<file path="src/verilog/t16if_regs.vh">
// Register map, field positions and mode codes of the timer interrupt flag block
`ifndef T16IF_REGS_VH
`define T16IF_REGS_VH

// Register byte offsets
`define T16IF_MASK1_OFS   4'h0
`define T16IF_MASK3_OFS   4'h4
`define T16IF_FLAGS1_OFS  4'h8
`define T16IF_FLAGS3_OFS  4'hc

// Field positions, shared by mask and flag registers
`define T16IF_OVF_BIT     0
`define T16IF_CMPA_BIT    1
`define T16IF_CMPB_BIT    2
`define T16IF_CAP_BIT     5
`define T16IF_USED_BITS   8'h27
`define T16IF_REG_RESET   8'h00

// Avalon answers
`define T16IF_RESP_OK     2'h0
`define T16IF_RESP_DECERR 2'h3

// Waveform mode codes
`define T16IF_WGM_NORMAL    4'h0
`define T16IF_WGM_PC8       4'h1
`define T16IF_WGM_PC9       4'h2
`define T16IF_WGM_PC10      4'h3
`define T16IF_WGM_CTC_OCRA  4'h4
`define T16IF_WGM_FAST8     4'h5
`define T16IF_WGM_FAST9     4'h6
`define T16IF_WGM_FAST10    4'h7
`define T16IF_WGM_PFC_ICR   4'h8
`define T16IF_WGM_PFC_OCRA  4'h9
`define T16IF_WGM_PC_ICR    4'ha
`define T16IF_WGM_PC_OCRA   4'hb
`define T16IF_WGM_CTC_ICR   4'hc
`define T16IF_WGM_FAST_ICR  4'he
`define T16IF_WGM_FAST_OCRA 4'hf

// Counter values
`define T16IF_CNT_MAX     16'hffff
`define T16IF_CNT_BOTTOM  16'h0000
`define T16IF_TOP8        16'h00ff
`define T16IF_TOP9        16'h01ff
`define T16IF_TOP10       16'h03ff

`endif

</file>
<file path="src/verilog/t16if_evt.v">
// Flag set events of one 16-bit timer: capture, compare A/B, overflow
`timescale 1ns/1ps
`default_nettype none
`include "t16if_regs.vh"

module t16if_evt (
  input  wire        ref_clk_in,
  input  wire        rstn_in,
  input  wire        tick_in,
  input  wire        cnt_write_in,
  input  wire [15:0] counter_in,
  input  wire [15:0] compare_a_in,
  input  wire [15:0] compare_b_in,
  input  wire [15:0] capture_reg_in,
  input  wire [3:0]  waveform_mode_sel_in,
  input  wire        capture_pin_in,
  output reg  [7:0]  set_out
);

  reg         pin_q;
  reg         blk_q;
  reg         pend_a_q;
  reg         pend_b_q;
  reg  [7:0]  set_d;
  wire [15:0] top_w;
  wire        cap_pin_evt;

  // Capture register serves as counting top
  function icr_top;
    input [3:0] m;
    begin
      icr_top = (m == `T16IF_WGM_PFC_ICR) || (m == `T16IF_WGM_PC_ICR) ||
                (m == `T16IF_WGM_CTC_ICR) || (m == `T16IF_WGM_FAST_ICR);
    end
  endfunction

  // Top value of the count sequence
  function [15:0] top_of;
    input [3:0]  m;
    input [15:0] icr;
    input [15:0] ocra;
    begin
      case (m)
        `T16IF_WGM_PC8, `T16IF_WGM_FAST8: top_of = `T16IF_TOP8;
        `T16IF_WGM_PC9, `T16IF_WGM_FAST9: top_of = `T16IF_TOP9;
        `T16IF_WGM_PC10, `T16IF_WGM_FAST10: top_of = `T16IF_TOP10;
        `T16IF_WGM_PFC_ICR, `T16IF_WGM_PC_ICR, `T16IF_WGM_CTC_ICR, `T16IF_WGM_FAST_ICR: top_of = icr;
        `T16IF_WGM_PFC_OCRA, `T16IF_WGM_PC_OCRA, `T16IF_WGM_CTC_OCRA, `T16IF_WGM_FAST_OCRA: top_of = ocra;
        default: top_of = `T16IF_CNT_MAX;
      endcase
    end
  endfunction

  // Dual slope modes overflow at bottom
  function dual_slope;
    input [3:0] m;
    begin
      dual_slope = (m == `T16IF_WGM_PC8) || (m == `T16IF_WGM_PC9) || (m == `T16IF_WGM_PC10) ||
                   (m == `T16IF_WGM_PFC_ICR) || (m == `T16IF_WGM_PFC_OCRA) ||
                   (m == `T16IF_WGM_PC_ICR) || (m == `T16IF_WGM_PC_OCRA);
    end
  endfunction

  assign top_w       = top_of(waveform_mode_sel_in, capture_reg_in, compare_a_in);
  assign cap_pin_evt = capture_pin_in & ~pin_q;

  always @* begin
    set_d = `T16IF_REG_RESET;
    // Capture flag source depends on mode
    if (icr_top(waveform_mode_sel_in)) begin
      set_d[`T16IF_CAP_BIT] = tick_in && (counter_in == top_w);
    end else begin
      set_d[`T16IF_CAP_BIT] = cap_pin_evt;
    end
    // Match seen last timer clock sets flag now; force strobes never reach here
    set_d[`T16IF_CMPA_BIT] = tick_in && pend_a_q;
    set_d[`T16IF_CMPB_BIT] = tick_in && pend_b_q;
    // Overflow point per mode
    if ((waveform_mode_sel_in == `T16IF_WGM_NORMAL) || (waveform_mode_sel_in == `T16IF_WGM_CTC_OCRA) ||
        (waveform_mode_sel_in == `T16IF_WGM_CTC_ICR)) begin
      set_d[`T16IF_OVF_BIT] = tick_in && (counter_in == `T16IF_CNT_MAX);
    end else if (dual_slope(waveform_mode_sel_in)) begin
      set_d[`T16IF_OVF_BIT] = tick_in && (counter_in == `T16IF_CNT_BOTTOM);
    end else begin
      set_d[`T16IF_OVF_BIT] = tick_in && (counter_in == top_w);
    end
  end

  always @(posedge ref_clk_in or negedge rstn_in) begin
    if (!rstn_in) begin
      pin_q    <= 1'b0;
      blk_q    <= 1'b0;
      pend_a_q <= 1'b0;
      pend_b_q <= 1'b0;
      set_out  <= `T16IF_REG_RESET;
    end else begin
      pin_q   <= capture_pin_in;
      set_out <= set_d;
      // Counter write blocks match on following timer clock
      if (cnt_write_in) begin
        blk_q <= 1'b1;
      end else if (tick_in) begin
        blk_q <= 1'b0;
      end
      if (tick_in) begin
        pend_a_q <= (counter_in == compare_a_in) && !blk_q && !cnt_write_in;
        pend_b_q <= (counter_in == compare_b_in) && !blk_q && !cnt_write_in;
      end
    end
  end

endmodule // t16if_evt
`default_nettype wire

</file>
<file path="src/verilog/t16if_flg.v">
// Sticky flags, clears and gated requests of one timer
`timescale 1ns/1ps
`default_nettype none
`include "t16if_regs.vh"

module t16if_flg (
  input  wire       ref_clk_in,
  input  wire       rstn_in,
  input  wire [7:0] set_in,
  input  wire [7:0] vec_ack_in,
  input  wire [7:0] wr_clr_in,
  input  wire [7:0] mask_in,
  input  wire       gie_in,
  output reg  [7:0] flags_out,
  output reg  [7:0] irq_out
);

  wire [7:0] flags_d;

  // Set wins over vector or software clear; zero writes keep flag
  assign flags_d = (set_in | (flags_out & ~(vec_ack_in | wr_clr_in))) & `T16IF_USED_BITS;

  always @(posedge ref_clk_in or negedge rstn_in) begin
    if (!rstn_in) begin
      flags_out <= `T16IF_REG_RESET;
      irq_out   <= `T16IF_REG_RESET;
    end else begin
      flags_out <= flags_d;
      // Request needs flag, enable and global flag
      irq_out   <= flags_out & mask_in & {8{gie_in}} & ~vec_ack_in;
    end
  end

endmodule // t16if_flg
`default_nettype wire

</file>
<file path="src/verilog/t16if_top.v">
// Interrupt mask and flag block for timers one and three, Avalon-MM slave
//
// Added by the designer: the register offsets and the Avalon-MM slave port.
`timescale 1ns/1ps
`default_nettype none
`include "t16if_regs.vh"

module t16if_top (
  input  wire        ref_clk_in,
  input  wire        rstn_in,
  input  wire [3:0]  avs_address_in,
  input  wire        avs_read_in,
  input  wire        avs_write_in,
  input  wire [31:0] avs_writedata_in,
  input  wire [3:0]  avs_byteenable_in,
  output reg  [31:0] avs_readdata_out,
  output reg         avs_waitrequest_out,
  output reg  [1:0]  avs_response_out,
  input  wire        gie_in,
  input  wire        t1_tick_in,
  input  wire        t1_counter_write_in,
  input  wire [15:0] t1_counter_in,
  input  wire [15:0] t1_compare_a_in,
  input  wire [15:0] t1_compare_b_in,
  input  wire [15:0] t1_capture_reg_in,
  input  wire [3:0]  t1_waveform_mode_sel_in,
  input  wire        t1_capture_pin_in,
  input  wire [7:0]  t1_vec_ack_in,
  input  wire        t3_tick_in,
  input  wire        t3_counter_write_in,
  input  wire [15:0] t3_counter_in,
  input  wire [15:0] t3_compare_a_in,
  input  wire [15:0] t3_compare_b_in,
  input  wire [15:0] t3_capture_reg_in,
  input  wire [3:0]  t3_waveform_mode_sel_in,
  input  wire        t3_capture_pin_in,
  input  wire [7:0]  t3_vec_ack_in,
  output wire [7:0]  t1_irq_req_out,
  output wire [7:0]  t3_irq_req_out
);

  reg  [7:0]  tmr1_irq_mask_q;
  reg  [7:0]  tmr3_irq_mask_q;
  reg         ack_q;
  reg  [31:0] rdata_d;
  reg  [1:0]  resp_d;
  wire        req_w;
  wire        wr_now;
  wire [7:0]  wbyte;
  wire [7:0]  t1_set;
  wire [7:0]  t3_set;
  wire [7:0]  tmr1_irq_flags;
  wire [7:0]  tmr3_irq_flags;
  wire [7:0]  t1_wr_clr;
  wire [7:0]  t3_wr_clr;

  // Address is one of the four mapped words
  function mapped;
    input [3:0] a;
    begin
      mapped = (a == `T16IF_MASK1_OFS) || (a == `T16IF_MASK3_OFS) ||
               (a == `T16IF_FLAGS1_OFS) || (a == `T16IF_FLAGS3_OFS);
    end
  endfunction

  assign req_w  = avs_read_in | avs_write_in;
  assign wr_now = avs_write_in && ack_q && avs_byteenable_in[0];
  assign wbyte  = avs_writedata_in[7:0] & `T16IF_USED_BITS;

  // Write one clears the flag bit
  assign t1_wr_clr = (wr_now && (avs_address_in == `T16IF_FLAGS1_OFS)) ? wbyte : `T16IF_REG_RESET;
  assign t3_wr_clr = (wr_now && (avs_address_in == `T16IF_FLAGS3_OFS)) ? wbyte : `T16IF_REG_RESET;

  t16if_evt u_t1_evt (
    .ref_clk_in           (ref_clk_in),
    .rstn_in              (rstn_in),
    .tick_in              (t1_tick_in),
    .cnt_write_in         (t1_counter_write_in),
    .counter_in           (t1_counter_in),
    .compare_a_in         (t1_compare_a_in),
    .compare_b_in         (t1_compare_b_in),
    .capture_reg_in       (t1_capture_reg_in),
    .waveform_mode_sel_in (t1_waveform_mode_sel_in),
    .capture_pin_in       (t1_capture_pin_in),
    .set_out              (t1_set)
  );

  t16if_evt u_t3_evt (
    .ref_clk_in           (ref_clk_in),
    .rstn_in              (rstn_in),
    .tick_in              (t3_tick_in),
    .cnt_write_in         (t3_counter_write_in),
    .counter_in           (t3_counter_in),
    .compare_a_in         (t3_compare_a_in),
    .compare_b_in         (t3_compare_b_in),
    .capture_reg_in       (t3_capture_reg_in),
    .waveform_mode_sel_in (t3_waveform_mode_sel_in),
    .capture_pin_in       (t3_capture_pin_in),
    .set_out              (t3_set)
  );

  t16if_flg u_t1_flg (
    .ref_clk_in (ref_clk_in),
    .rstn_in    (rstn_in),
    .set_in     (t1_set),
    .vec_ack_in (t1_vec_ack_in),
    .wr_clr_in  (t1_wr_clr),
    .mask_in    (tmr1_irq_mask_q),
    .gie_in     (gie_in),
    .flags_out  (tmr1_irq_flags),
    .irq_out    (t1_irq_req_out)
  );

  t16if_flg u_t3_flg (
    .ref_clk_in (ref_clk_in),
    .rstn_in    (rstn_in),
    .set_in     (t3_set),
    .vec_ack_in (t3_vec_ack_in),
    .wr_clr_in  (t3_wr_clr),
    .mask_in    (tmr3_irq_mask_q),
    .gie_in     (gie_in),
    .flags_out  (tmr3_irq_flags),
    .irq_out    (t3_irq_req_out)
  );

  // Read mux, reserved bits zero
  always @* begin
    rdata_d = 32'h00000000;
    resp_d  = mapped(avs_address_in) ? `T16IF_RESP_OK : `T16IF_RESP_DECERR;
    case (avs_address_in)
      `T16IF_MASK1_OFS:  rdata_d[7:0] = tmr1_irq_mask_q;
      `T16IF_MASK3_OFS:  rdata_d[7:0] = tmr3_irq_mask_q;
      `T16IF_FLAGS1_OFS: rdata_d[7:0] = tmr1_irq_flags;
      `T16IF_FLAGS3_OFS: rdata_d[7:0] = tmr3_irq_flags;
      default:           rdata_d      = 32'h00000000;
    endcase
  end

  // One wait cycle, then answer
  always @(posedge ref_clk_in or negedge rstn_in) begin
    if (!rstn_in) begin
      ack_q               <= 1'b0;
      avs_waitrequest_out <= 1'b1;
      avs_readdata_out    <= 32'h00000000;
      avs_response_out    <= `T16IF_RESP_OK;
    end else begin
      ack_q               <= req_w && !ack_q;
      avs_waitrequest_out <= !(req_w && !ack_q);
      if (req_w && !ack_q) begin
        avs_readdata_out <= avs_read_in ? rdata_d : 32'h00000000;
        avs_response_out <= resp_d;
      end
    end
  end

  // Mask registers: capture 5, cmpB 2, cmpA 1, ovf 0
  always @(posedge ref_clk_in or negedge rstn_in) begin
    if (!rstn_in) begin
      tmr1_irq_mask_q <= `T16IF_REG_RESET;
      tmr3_irq_mask_q <= `T16IF_REG_RESET;
    end else if (wr_now) begin
      if (avs_address_in == `T16IF_MASK1_OFS) begin
        tmr1_irq_mask_q <= wbyte;
      end
      if (avs_address_in == `T16IF_MASK3_OFS) begin
        tmr3_irq_mask_q <= wbyte;
      end
    end
  end

endmodule // t16if_top
`default_nettype wire

</file>
<file path="config.mk">
export PLATFORM = sky130hd
export DESIGN_NAME = t16if_top
export DESIGN_NICKNAME = d
export VERILOG_FILES = /design/src/verilog/t16if_evt.v /design/src/verilog/t16if_flg.v /design/src/verilog/t16if_top.v
export VERILOG_INCLUDE_DIRS = /design/src /design/src/verilog
export SDC_FILE = /design/constraint.sdc
export NUM_CORES = 1
export LEC_CHECK = 0
export BUFFER_PORTS_ARGS = -buffer_cell sky130_fd_sc_hd__clkbuf_2
export CORE_AREA = 2 2 98 100
export CTS_CLUSTER_SIZE = 8
export DETAILED_ROUTE_END_ITERATION = 8
export DIE_AREA = 0 0 100 102
export HOLD_SLACK_MARGIN = 0.06
export PLACE_DENSITY = 0.86
export SLEW_MARGIN = 20
export SYNTH_ARGS = -nofsm -noshare
export SYNTH_HDL_FRONTEND = slang
export SYNTH_SLANG_ARGS = --single-unit
</file>
<file path="constraint.sdc">
create_clock -name ref_clk_in -period 3.7 [get_ports ref_clk_in]
set_clock_uncertainty 0.1 [all_clocks]
set_input_delay 0.555 -clock ref_clk_in [delete_from_list [all_inputs] [get_ports ref_clk_in]]
set_output_delay 0.555 -clock ref_clk_in [all_outputs]
set_load 0.05 [all_outputs]
</file>
After elaboration in Yosys (flattened, before gate mapping)

Index checks and enable logic that the tools add are counted.

Equal/unequal tests: 39
Bitwise operators: 21
Reductions and logical operators: 73
Mux-type cells: 17

Operators by type and width:

| operator               | count |
|---|---|
| $pmux W16 S5           | 2 |
| $eq A16 B16 Y1         | 6 |
| $eq A4 B4 Y1 const B   | 16 |
| $eq A4 B3 Y1 const B   | 9 |
| $and A8 B8 Y8          | 4 |
| $eq A16 B16 Y1 const B | 2 |
| $logic_not A16 Y1      | 2 |
| $logic_or A1 B1 Y1     | 25 |
| $and A6 B6 Y6          | 4 |
| $or A6 B6 Y6           | 4 |
| $pmux W6 S4            | 1 |
| $logic_and A1 B1 Y1    | 23 |
| $eq A4 B2 Y1 const B   | 4 |
| $not A8 Y8             | 2 |
| $reduce_or A4 Y1       | 4 |
| $logic_not A4 Y1       | 3 |
| $mux W6                | 2 |
| $not A6 Y6             | 2 |
| $reduce_or A2 Y1       | 6 |
| $mux W1                | 10 |
| $eq A4 B1 Y1 const B   | 2 |
| $mux W8                | 1 |
| $logic_not A1 Y1       | 6 |
| $reduce_and A2 Y1      | 2 |
| 5 further kinds        | 8 |

Flip-flop bits (word level): 84
Word-level logic and storage cells: 170
Output and inout port bits: 51
Bits of input ports: 203

Depth between registers and ports, before layout

Gate-level depths: netlist of run 1.

Depth after elaboration: 9
Mapped depth: 9
Depth with buffers taken out: 7

Hierarchy

A second synthesis of run 1 with hierarchy kept.

Cells, all modules: 543
Area, all modules: 4,590.7 sq um

Modules (own cells, without submodules):

| module                | cells an instance | sequential area each (sq um) | area each (sq um) | times used |
|---|---|---|---|---|
| t16if_evt at u_t3_evt | 196               | 200.2                        | 1,411.4           | 1 |
| t16if_evt at u_t1_evt | 174               | 200.2                        | 1,317.5           | 1 |
| t16if_top             | 109               | 476.7                        | 1,156.1           | 1 |
| t16if_flg             | 32                | 200.2                        | 352.8             | 2 |

Worst setup path before layout of run 1

No wires, ideal clock.

Path type: input -> register
Start point: in t3_waveform_mode_sel_in[1]
End point: reg u_t3_evt.set_out[0]
Data arrival time: 2.212 ns
Setup time: 0.095 ns
Required time: 3.505 ns
Cell stages on the path: 8
Path slack: 1.293 ns
Path buffers: 1
Path through: buf_4 nor4_1 a211o_1 a21oi_2 xnor2_1 nor4_1 nand3_1 o31ai_1

Longest elaborated chain between the ends: 9
Elaborated cells on any way between the ends: 33
Those cells by class: eq/ne (15); mux (3); reduce/logical (15)

RTL lines:

| element                                                              | line           | source |
|---|---|---|
| from (decl)                                                          | t16if_top.v:35 | `input wire [3:0] t3_waveform_mode_sel_in,` |
| parallel branches: the longest is 8 deep, another holds $pmux W16 S5 | n/a            |  |
| $mux W1 (*)                                                          | t16if_evt.v:79 | `` if ((waveform_mode_sel_in == `T16IF_WGM_NORMAL) \|\| (waveform_mode_sel_in == `T16IF_WGM_CTC_OCRA) \|\| `` |
| net u_t3_evt.set_d[0]                                                | t16if_evt.v:24 | `reg [7:0] set_d;` |
| to (signal assigned)                                                 | t16if_evt.v:95 | `` set_out <= `T16IF_REG_RESET; `` |
| to (signal assigned)                                                 | t16if_evt.v:98 | `set_out <= set_d;` |
| to (decl)                                                            | t16if_evt.v:17 | `output reg [7:0] set_out` |

Mark *: on every way through the listed nets, which the timed path passes.
A chain may end at the register's enable or synchronous reset.

Worst setup path after layout of run 1

Start point: in t1_waveform_mode_sel_in[3]
End point: reg u_t1_evt.set_out[0]

Longest elaborated chain between the ends: 9
Elaborated cells on any way between the ends: 33
Those cells by class: eq/ne (15); mux (3); reduce/logical (15)

RTL lines:

| element                                                              | line           | source |
|---|---|---|
| from (decl)                                                          | t16if_top.v:26 | `input wire [3:0] t1_waveform_mode_sel_in,` |
| parallel branches: the longest is 8 deep, another holds $pmux W16 S5 | n/a            |  |
| $mux W1 (*)                                                          | t16if_evt.v:79 |  |
| net u_t1_evt.set_d[0]                                                | t16if_evt.v:24 |  |
| to (signal assigned)                                                 | t16if_evt.v:95 |  |
| to (signal assigned)                                                 | t16if_evt.v:98 |  |
| to (decl)                                                            | t16if_evt.v:17 |  |

Marked as above.

==> impl_metrics.xml, run 1 <==
<?xml version="1.0" encoding="UTF-8"?>
<metrics>
  <group name="outcome">
    <metric name="run_status" unit="">finished, final reports clean</metric>
  </group>
  <group name="sta">
    <metric name="tns" unit="ns">0</metric>
    <metric name="drv_slew" unit="">0</metric>
    <metric name="timing_hold_violations_final" unit="">0</metric>
    <metric name="timing.final.crit_period" unit="ns">2.798</metric>
    <metric name="timing.fmax" unit="MHz">357.4</metric>
    <metric name="finalWorstSetupSlack" unit="ns">0.9018</metric>
    <metric name="rsz0062_at_grt" unit="">no</metric>
    <metric name="finalSetupViolCount" unit="">0</metric>
    <metric name="slew_headroom" unit="">0.3063</metric>
    <metric name="final.period_utilization" unit="">0.7563</metric>
    <metric name="measured_slew_at_the_worst_slew_check_pin" unit="ns">1.041</metric>
  </group>
  <group name="cells_and_area">
    <metric name="final_nets" unit="">846</metric>
    <metric name="area_growth_syn_to_layout" unit="%">18.93</metric>
    <metric name="final_layout_size_suffix_gt1_frac" unit="">0.3432</metric>
    <metric name="ant_diodes" unit="">0</metric>
  </group>
  <group name="synth">
    <metric name="synth-edff-count" unit="">0</metric>
    <metric name="ys_flop_type" unit="">dfrtp_1</metric>
    <metric name="synth.lib_cells_used.distinct" unit="">63</metric>
    <metric name="dominant_combinational_cell_family_by_area_after_synthesis" unit="">simple AND/OR/NAND/NOR gates</metric>
    <metric name="yosys_warnings" unit="">0</metric>
    <metric name="sequential_cell_area_fraction_in_the_yosys_report" unit="">0.2744</metric>
    <metric name="synth-xor-area-share" unit="">0.1592</metric>
    <metric name="synth_simple_gate_area_share" unit="">0.1884</metric>
    <metric name="synth-compound-area-share" unit="">0.1814</metric>
    <metric name="postSynth.asyncResetShare" unit="">1.000</metric>
    <metric name="synth_area_leader_cell" unit="">dfrtp_1</metric>
    <metric name="synth_top_area_frac" unit="">0.2683</metric>
    <metric name="multiplexer_fraction_of_the_synthesized_cell_area" unit="">0.05658</metric>
    <metric name="netlist_area" unit="mm²">0.004290</metric>
    <metric name="synth.area.top_cells" unit="">dfrtp_1 (27%), xnor2_1 (9.2%), buf_4 (7.3%)</metric>
    <metric name="syn-instance-count" unit="">501</metric>
    <metric name="ys_seq_elements" unit="">47</metric>
    <metric name="synth.avg_cell_area" unit="µm²">8.564</metric>
    <metric name="adder_cell_area_share_of_the_yosys_netlist" unit="">0</metric>
  </group>
  <group name="clock_tree">
    <metric name="clock_sinks" unit="">47</metric>
    <metric name="post-cts-setup-buffer-count" unit="">0</metric>
    <metric name="cts.htree.levels" unit="">2</metric>
    <metric name="tritoncts.num_buffers" unit="">5</metric>
    <metric name="clock_tree.buffer_depth" unit="">2</metric>
    <metric name="post_cts_resize_count" unit="">0</metric>
    <metric name="clk-insertion-delay-late" unit="ns">0.30</metric>
    <metric name="clock_tree.root_cell" unit="">clkbuf_8</metric>
    <metric name="cts_hold_buf" unit="">0</metric>
    <metric name="cts.clk_slew.worst_paths" unit="ns">0.08</metric>
    <metric name="tritoncts_clock_tree" unit="">done</metric>
  </group>
  <group name="die">
    <metric name="die_width" unit="µm">100</metric>
    <metric name="rows" unit="">35</metric>
    <metric name="io_pins" unit="">254</metric>
    <metric name="core-area" unit="mm²">0.009109</metric>
    <metric name="chipHeight" unit="µm">102</metric>
    <metric name="initial_utilization" unit="">0.4710</metric>
    <metric name="dieArea" unit="mm²">0.01020</metric>
  </group>
  <group name="detailed_routing">
    <metric name="drc" unit="">0</metric>
    <metric name="detail_route.wl_per_cell" unit="µm">16.59</metric>
    <metric name="drt_wl_total" unit="µm">12530</metric>
    <metric name="final_antenna_net_count" unit="">0</metric>
    <metric name="detail_route.vias_per_cell" unit="">5.674</metric>
    <metric name="drt_first_iter_violations" unit="">307</metric>
    <metric name="dr.pass1.iters" unit="">7</metric>
    <metric name="detailroute.via_count" unit="">4284</metric>
  </group>
  <group name="place">
    <metric name="place.gp.congestion" unit="">0.9951</metric>
    <metric name="port-buffer-count" unit="">178</metric>
    <metric name="dp_worst_setup_slack" unit="ns">0.6974</metric>
    <metric name="place_hpwl" unit="µm">10380</metric>
  </group>
  <group name="global_route">
    <metric name="grt-ovfl-total" unit="">0</metric>
    <metric name="grt_pass1_vias" unit="">4165</metric>
    <metric name="pin_count_of_the_biggest_net_entering_global_routing" unit="">48</metric>
    <metric name="first_pass_grt_wire_length" unit="µm">19800</metric>
    <metric name="grt_util_all_layers" unit="">0.2406</metric>
    <metric name="antenna_violations_before_repair" unit="">0</metric>
  </group>
  <group name="worst_setup_path">
    <metric name="start_kind" unit="">input port</metric>
    <metric name="worst-endpoint-required" unit="ns">3.79</metric>
    <metric name="cp_data_arrival_time" unit="ns">2.89</metric>
    <metric name="worstRegToRegCells" unit="">3</metric>
    <metric name="crit_path_max_fanout" unit="">14</metric>
    <metric name="timing.setup.critical_path_class" unit="">input port to flip-flop</metric>
    <metric name="endpoint_class_of_the_critical_path" unit="">flip-flop</metric>
  </group>
  <group name="hold_path">
    <metric name="hold_class" unit="">input port to asynchronous set/reset pin</metric>
  </group>
  <group name="power_and_ir_drop">
    <metric name="total_leakage_power" unit="nW">2.532</metric>
    <metric name="power.density_cell_area" unit="mW/mm²">287.1</metric>
    <metric name="irDropWorstVdd" unit="V">0.0001533</metric>
  </group>
  <group name="job">
    <metric name="maxCapViolCount" unit="">0</metric>
  </group>
</metrics>
## worst paths after layout
kind | end | slack (ns) | from
worst max-delay path | u_t1_evt.set_out[0] | 0.90 | t1_waveform_mode_sel_in[3]
worst min-delay path | u_t1_flg.irq_out[2] | 0.15 | rstn_in
worst max register to register | tmr1_irq_mask_q[1] | 2.04 | ack_q
worst min register to register | u_t1_flg.flags_out[2] | 0.35 | u_t1_evt.set_out[2]
max in group asynchronous | u_t1_evt.set_out[0] | 2.97 | rstn_in
min in group ref_clk_in | u_t3_evt.pin_q | 0.27 | t3_capture_pin_in
## logic make-up (layout without fill, tap and decap cells)
group / Yosys count / after routing
AND/OR/NAND/NOR: 141 / 141
buffers and inverters: 112 / 220
AO/OA/AOI/OAI: 104 / 104
XOR/XNOR: 78 / 78
flip-flops: 47 / 47
multiplexers: 18 / 18
other: 1 / 36
## per-layer routing
metal	GRT usage	wire, µm	vias up	part of all wire
met1	0.3095	5100	1998	0.41
met2	0.4096	6076	244	0.49
met3	0.04856	1061	40	0.085
li1	-	-	2002	-
met4	0.07692	288	0	0.023
met5	0	0	-	0
## per-stage QoR
stage | util | total power [mW] | std cells | hold WS (ns) | cell area [µm²]
final | 0.5602 | 1.465 | 755 | 0.1509 | 5102
after global routing | 0.5602 | 1.546 | 755 | 0.1783 | 5102
after CTS | 0.5599 | 1.470 | 755 | 0.2627 | 5100
after detailed placement | 0.5470 | 1.087 | 747 | 0.3207 | 4982
after global placement | 0.5470 | 1.076 | 747 | 0.3246 | 4982
after floorplan | - | 0.9494 | 536 | 0.1594 | 4422
## critical path: stages
cell and delay [ns]:
clkbuf_2 0.20, and2_1 0.22, a32oi_1 0.78, a31o_2 0.21, o2111ai_1 0.09, nor4_1 0.41
nand2_1 0.17, o31ai_1 0.25
## final cells by class
type / count / area [µm²]
repair buffers: 178 / 893.4
flip-flops and latches: 47 / 1177
clock inverters: 2 / 35.03
well taps: 111 / 138.9
clock buffers: 6 / 82.58
inverters: 34 / 127.6
multi-input cells: 377 / 2648
fillers: 820 / 4006
## registers in the layout, summed over array words and instances (netlist names), 4 cells and up
| name | count |
|---|---|
| avs_readdata_out | 4 |
| tmr1_irq_mask_q | 4 |
| tmr3_irq_mask_q | 4 |
| u_t1_evt.set_out | 4 |
| u_t1_flg.flags_out | 4 |
| u_t1_flg.irq_out | 4 |
| u_t3_evt.set_out | 4 |
| u_t3_flg.flags_out | 4 |
| u_t3_flg.irq_out | 4 |
## cell usage after synthesis, types with 3 or more instances
cell type  number
dfrtp_1        46
xnor2_1        45
buf_4          42
inv_1          34
xor2_1         33
nand2_1        26
clkbuf_1       22
nand4_1        19
nor2_1         19
nor4_1         18
a21oi_1        14
a211o_1        12
o22ai_1        12
nor3_1         11
mux2_2         10
a31o_2          9
o21ai_0         9
and4_1          8
buf_2           8
nand2b_1        8
a21oi_2         7
nand3_1         7
o221ai_1        7
and2_1          6
o31ai_1         6
buf_1           4
mux2i_1         4
mux4_2          4
nand3b_1        4
a211oi_1        3
a22oi_1         3
## report_power, final
group          internal [mW]  total [mW]  leakage (nW)  switching, mW
clock network          0.219       0.380        0.0612          0.161
logic                  0.197       0.532          1.84          0.335
registers              0.538       0.553         0.628         0.0148
total                  0.953        1.46          2.53          0.511
## cells in the final DEF, fill, tap and decap left out, types with 7 or more instances in the layout
cell type    n
nand4_1     19
o221ai_1     7
nor2_1      19
clkbuf_2   177
xnor2_1     45
nand2_1     26
a211o_1     12
a21oi_2      7
a21oi_1     14
nand3_1      7
o22ai_1     12
nor4_1      18
xor2_1      33
dfrtp_1     46
o21ai_0      9
nand2b_1     8
and4_1       8
conb_1      36
nor3_1      11
inv_1       34
a31o_2       9
mux2_2      10
Note: power is estimated with default switching activity, not from simulation.
==> inputs of run 2 (changes only) <==
--- a/config.mk
+++ b/config.mk
@@ -6,13 +6,14 @@
 export SDC_FILE = /design/constraint.sdc
 export NUM_CORES = 1
 export LEC_CHECK = 0
+export ABC_AREA = 1
 export BUFFER_PORTS_ARGS = -buffer_cell sky130_fd_sc_hd__clkbuf_2
-export CORE_AREA = 2 2 98 100
+export CORE_AREA = 2 2 108 110
 export CTS_CLUSTER_SIZE = 8
 export DETAILED_ROUTE_END_ITERATION = 8
-export DIE_AREA = 0 0 100 102
+export DIE_AREA = 0 0 110 112
 export HOLD_SLACK_MARGIN = 0.06
-export PLACE_DENSITY = 0.86
+export PLACE_DENSITY = 0.77
 export SLEW_MARGIN = 20
 export SYNTH_ARGS = -nofsm -noshare
 export SYNTH_HDL_FRONTEND = slang
==> constraint.sdc (replaced) <==
create_clock -name ref_clk_in -period 2.39 [get_ports ref_clk_in]
set_clock_uncertainty 0.1 [all_clocks]
set_input_delay 0.3585 -clock ref_clk_in [delete_from_list [all_inputs] [get_ports ref_clk_in]]
set_output_delay 0.3585 -clock ref_clk_in [all_outputs]
set_load 0.05 [all_outputs]
==> run 2 against run 1 <==
Effect of this change:
- flip-flop and latch count did not move
- worst hold slack got worse by 0.11 ns
- via count rose by 18%
- synthesized area up 4.5%
- combinational power rose by 67%
- total power up 65%
- first-iteration DRC count increased by 26%
==> impl_metrics.xml, run 2 <==
<?xml version="1.0" encoding="UTF-8"?>
<metrics>
  <group name="outcome">
    <metric name="run_status" unit="">finished, final reports clean</metric>
  </group>
  <group name="clock_tree">
    <metric name="cts_hold_buf" unit="">0</metric>
    <metric name="tritoncts.num_buffers" unit="">5</metric>
    <metric name="post_cts_resize_count" unit="">0</metric>
    <metric name="clock_sinks" unit="">47</metric>
    <metric name="clk-insertion-delay-late" unit="ns">0.29</metric>
    <metric name="clock_tree.root_cell" unit="">clkbuf_16</metric>
    <metric name="tritoncts_clock_tree" unit="">done</metric>
    <metric name="cts.clk_slew.worst_paths" unit="ns">0.06</metric>
    <metric name="clock_tree.buffer_depth" unit="">2</metric>
    <metric name="post-cts-setup-buffer-count" unit="">0</metric>
    <metric name="cts.htree.levels" unit="">2</metric>
  </group>
  <group name="synth">
    <metric name="post_synth_most_frequent_cells" unit="">nand2_1 (137), inv_1 (98), nor2_1 (75)</metric>
    <metric name="ys_flop_type" unit="">dfrtp_1</metric>
    <metric name="ys_seq_elements" unit="">47</metric>
    <metric name="dominant_combinational_cell_family_by_area_after_synthesis" unit="">simple AND/OR/NAND/NOR gates</metric>
    <metric name="post-synth-top-count-cell" unit="">nand2_1</metric>
    <metric name="yosys_warnings" unit="">0</metric>
    <metric name="adder_cell_area_share_of_the_yosys_netlist" unit="">0</metric>
    <metric name="synth-xor-area-share" unit="">0.09177</metric>
    <metric name="synth.avg_cell_area" unit="µm²">6.616</metric>
    <metric name="synth-edff-count" unit="">0</metric>
    <metric name="syn-instance-count" unit="">678</metric>
    <metric name="postSynth.asyncResetShare" unit="">1.000</metric>
    <metric name="synth-compound-area-share" unit="">0.09121</metric>
    <metric name="synth_area_leader_cell" unit="">dfrtp_1</metric>
    <metric name="synth.lib_cells_used.distinct" unit="">41</metric>
    <metric name="multiplexer_fraction_of_the_synthesized_cell_area" unit="">0</metric>
    <metric name="synth.area.top_cells" unit="">dfrtp_1 (26%), nand2_1 (11%), inv_1 (8.2%)</metric>
    <metric name="synth_top_area_frac" unit="">0.2566</metric>
    <metric name="synth_simple_gate_area_share" unit="">0.3796</metric>
    <metric name="netlist_area" unit="mm²">0.004486</metric>
    <metric name="sequential_cell_area_fraction_in_the_yosys_report" unit="">0.2625</metric>
  </group>
  <group name="worst_setup_path">
    <metric name="slowest_stage" unit="">inv_2</metric>
    <metric name="origin_of_the_worst_setup_path" unit="">t1_waveform_mode_sel_in[0]</metric>
    <metric name="setup_crit_end" unit="">u_t1_evt.set_out[0]</metric>
    <metric name="timing.setup.critical_path_class" unit="">input port to flip-flop</metric>
    <metric name="crit-reg2reg-capture" unit="">u_t3_evt.pend_a_q</metric>
    <metric name="critical_path_depth" unit="">16</metric>
    <metric name="timing.rr.start" unit="">u_t3_evt.blk_q</metric>
    <metric name="sum_of_buffers_and_inverters_on_the_critical_path" unit="">3</metric>
    <metric name="cp_data_arrival_time" unit="ns">2.05</metric>
    <metric name="start_kind" unit="">input port</metric>
    <metric name="crit_chain" unit="">clkbuf_2 &gt; inv_1 &gt; nand2_2 &gt; inv_2 &gt; nor2_4 &gt; nand2_4 &gt; nand3_1 &gt; nand2_1 &gt; nand2_1 &gt; nor2_1 &gt; nand2_1 &gt; nor2_1 &gt; nand4_1 &gt; nand2_1 &gt; nand2_1 &gt; nand2_1</metric>
    <metric name="reg2reg_setup_slack" unit="ns">1.01</metric>
    <metric name="crit_top_cell" unit="">nand2_1</metric>
    <metric name="endpoint_class_of_the_critical_path" unit="">flip-flop</metric>
    <metric name="worstRegToRegCells" unit="">3</metric>
    <metric name="worst-endpoint-required" unit="ns">2.51</metric>
    <metric name="cpPeakStageDelay" unit="ns">0.24</metric>
    <metric name="critical-path-top-delay-family" unit="">simple AND/OR/NAND/NOR gates</metric>
    <metric name="crit_path_max_fanout" unit="">24</metric>
  </group>
  <group name="cells_and_area">
    <metric name="layout.cells.most_common" unit="">clkbuf_2</metric>
    <metric name="ant_diodes" unit="">0</metric>
    <metric name="postLayoutCellArea" unit="mm²">0.005509</metric>
    <metric name="final_layout_size_suffix_gt1_frac" unit="">0.2561</metric>
    <metric name="layoutNonFillerInstCount" unit="">998</metric>
    <metric name="area_growth_syn_to_layout" unit="%">22.82</metric>
    <metric name="final_nets" unit="">1057</metric>
    <metric name="final_cell_mix" unit="">clkbuf_2 (178), nand2_1 (137), inv_1 (98)</metric>
  </group>
  <group name="global_route">
    <metric name="antenna_violations_before_repair" unit="">0</metric>
    <metric name="grt-ovfl-total" unit="">0</metric>
    <metric name="pin_count_of_the_biggest_net_entering_global_routing" unit="">34</metric>
    <metric name="first_pass_grt_wire_length" unit="µm">21800</metric>
    <metric name="global_route.peak_usage_layer" unit="">met2</metric>
    <metric name="grt_util_met2" unit="">0.3562</metric>
    <metric name="global_route.usage.met3" unit="">0.03396</metric>
    <metric name="grt_pass1_vias" unit="">4649</metric>
    <metric name="grt_util_all_layers" unit="">0.2210</metric>
    <metric name="grt.met1_usage" unit="">0.3026</metric>
  </group>
  <group name="die">
    <metric name="dieArea" unit="mm²">0.01232</metric>
    <metric name="core-area" unit="mm²">0.01117</metric>
    <metric name="io_pins" unit="">254</metric>
    <metric name="rows" unit="">39</metric>
    <metric name="initial_utilization" unit="">0.4014</metric>
    <metric name="die_width" unit="µm">110</metric>
    <metric name="chipHeight" unit="µm">112</metric>
  </group>
  <group name="sta">
    <metric name="timing_hold_violations_final" unit="">0</metric>
    <metric name="tns" unit="ns">0</metric>
    <metric name="slew_headroom" unit="">0.4744</metric>
    <metric name="drv_slew" unit="">0</metric>
    <metric name="fin_hold_ws" unit="ns">0.04272</metric>
    <metric name="finalSetupViolCount" unit="">0</metric>
    <metric name="measured_slew_at_the_worst_slew_check_pin" unit="ns">0.7884</metric>
    <metric name="timing.final.crit_period" unit="ns">1.934</metric>
    <metric name="timing.fmax" unit="MHz">517.2</metric>
    <metric name="rsz0062_at_grt" unit="">no</metric>
    <metric name="final.period_utilization" unit="">0.8091</metric>
  </group>
  <group name="place">
    <metric name="place.gp.congestion" unit="">0.9976</metric>
    <metric name="place_hpwl" unit="µm">11670</metric>
    <metric name="port-buffer-count" unit="">178</metric>
    <metric name="postPlaceCellArea" unit="mm²">0.005364</metric>
    <metric name="post-place-cells" unit="">990</metric>
  </group>
  <group name="power_and_ir_drop">
    <metric name="power.density_cell_area" unit="mW/mm²">438.9</metric>
    <metric name="irDropWorstVdd" unit="V">0.0003913</metric>
    <metric name="total_leakage_power" unit="nW">2.997</metric>
  </group>
  <group name="detailed_routing">
    <metric name="dr.pass1.iters" unit="">5</metric>
    <metric name="drc" unit="">0</metric>
    <metric name="detail_route.vias_per_cell" unit="">5.047</metric>
    <metric name="final_antenna_net_count" unit="">0</metric>
    <metric name="drt_first_iter_violations" unit="">388</metric>
    <metric name="detail_route.wl_per_cell" unit="µm">13.76</metric>
    <metric name="drt_wl_total" unit="µm">13740</metric>
    <metric name="detailroute.via_count" unit="">5037</metric>
  </group>
  <group name="job">
    <metric name="maxCapViolCount" unit="">0</metric>
  </group>
  <group name="hold_path">
    <metric name="hold_class" unit="">input port to asynchronous set/reset pin</metric>
  </group>
</metrics>
[run 2: cell types whose count changed after synthesis, moves of 10 or more]
cell | previous run | this run
a211o_1 | 12 | 0
clkbuf_1 | 22 | 6
inv_1 | 34 | 98
mux2_2 | 10 | 0
nand2_1 | 26 | 137
nand3_1 | 7 | 39
nand4_1 | 19 | 56
nor2_1 | 19 | 75
o21ai_0 | 9 | 26
xnor2_1 | 45 | 30
xor2_1 | 33 | 17
[run 2: logic make-up (layout without fill, tap and decap cells)]
logic type,after synthesis,count (layout)
buffers and inverters,157,299
AO/OA/AOI/OAI,66,66
flip-flops,47,47
other,1,36
AND/OR/NAND/NOR,360,360
XOR/XNOR,47,47
[run 2: where the power goes]
part | internal, mW | switching [mW]
clock | 0.385 | 0.287
sequential | 0.837 | 0.0217
combinational | 0.295 | 0.593
[run 2: routing by layer]
layer  up-vias  wire (µm)
met5         -          0
met4         0        329
met3        37       1098
met2       248       6382
met1      2234       5925
li1       2518          -
[run 2: how the worst min path moves through the flow]
stage / from / end / slack (ns) / cells after the start
after global routing: t1_capture_pin_in / u_t1_evt.pin_q / 0.09 / 1
after detailed placement: u_t3_evt.set_out[0] / u_t3_flg.flags_out[0] / 0.32 / 2
after global placement: u_t1_evt.set_out[2] / u_t1_flg.flags_out[2] / 0.32 / 2
after floorplan: rstn_in / ack_q / -0.04 / 0
after CTS: rstn_in / u_t3_flg.irq_out[0] / 0.07 / 1
final: rstn_in / u_t1_flg.flags_out[2] / 0.04 / 1
[run 2: layout make-up]
cell class	instances	area, µm²
fillers	1175	5665
multi-input cells	509	2659
flip-flops and latches	47	1177
repair buffers	187	958.4
inverters	104	390.4
well taps	143	178.9
clock buffers	5	125.1
clock inverters	3	20.02
[run 2: per-stage QoR]
stage               utilization  setup WS (ns)  power (mW)
finish                   0.4930         0.4564       2.418
global route             0.4930         0.2439       2.561
CTS                      0.4930         0.4922       2.422
detailed placement       0.4800         0.1982       1.749
global placement         0.4800         0.2283       1.740
floorplan                     -         0.6503       1.492
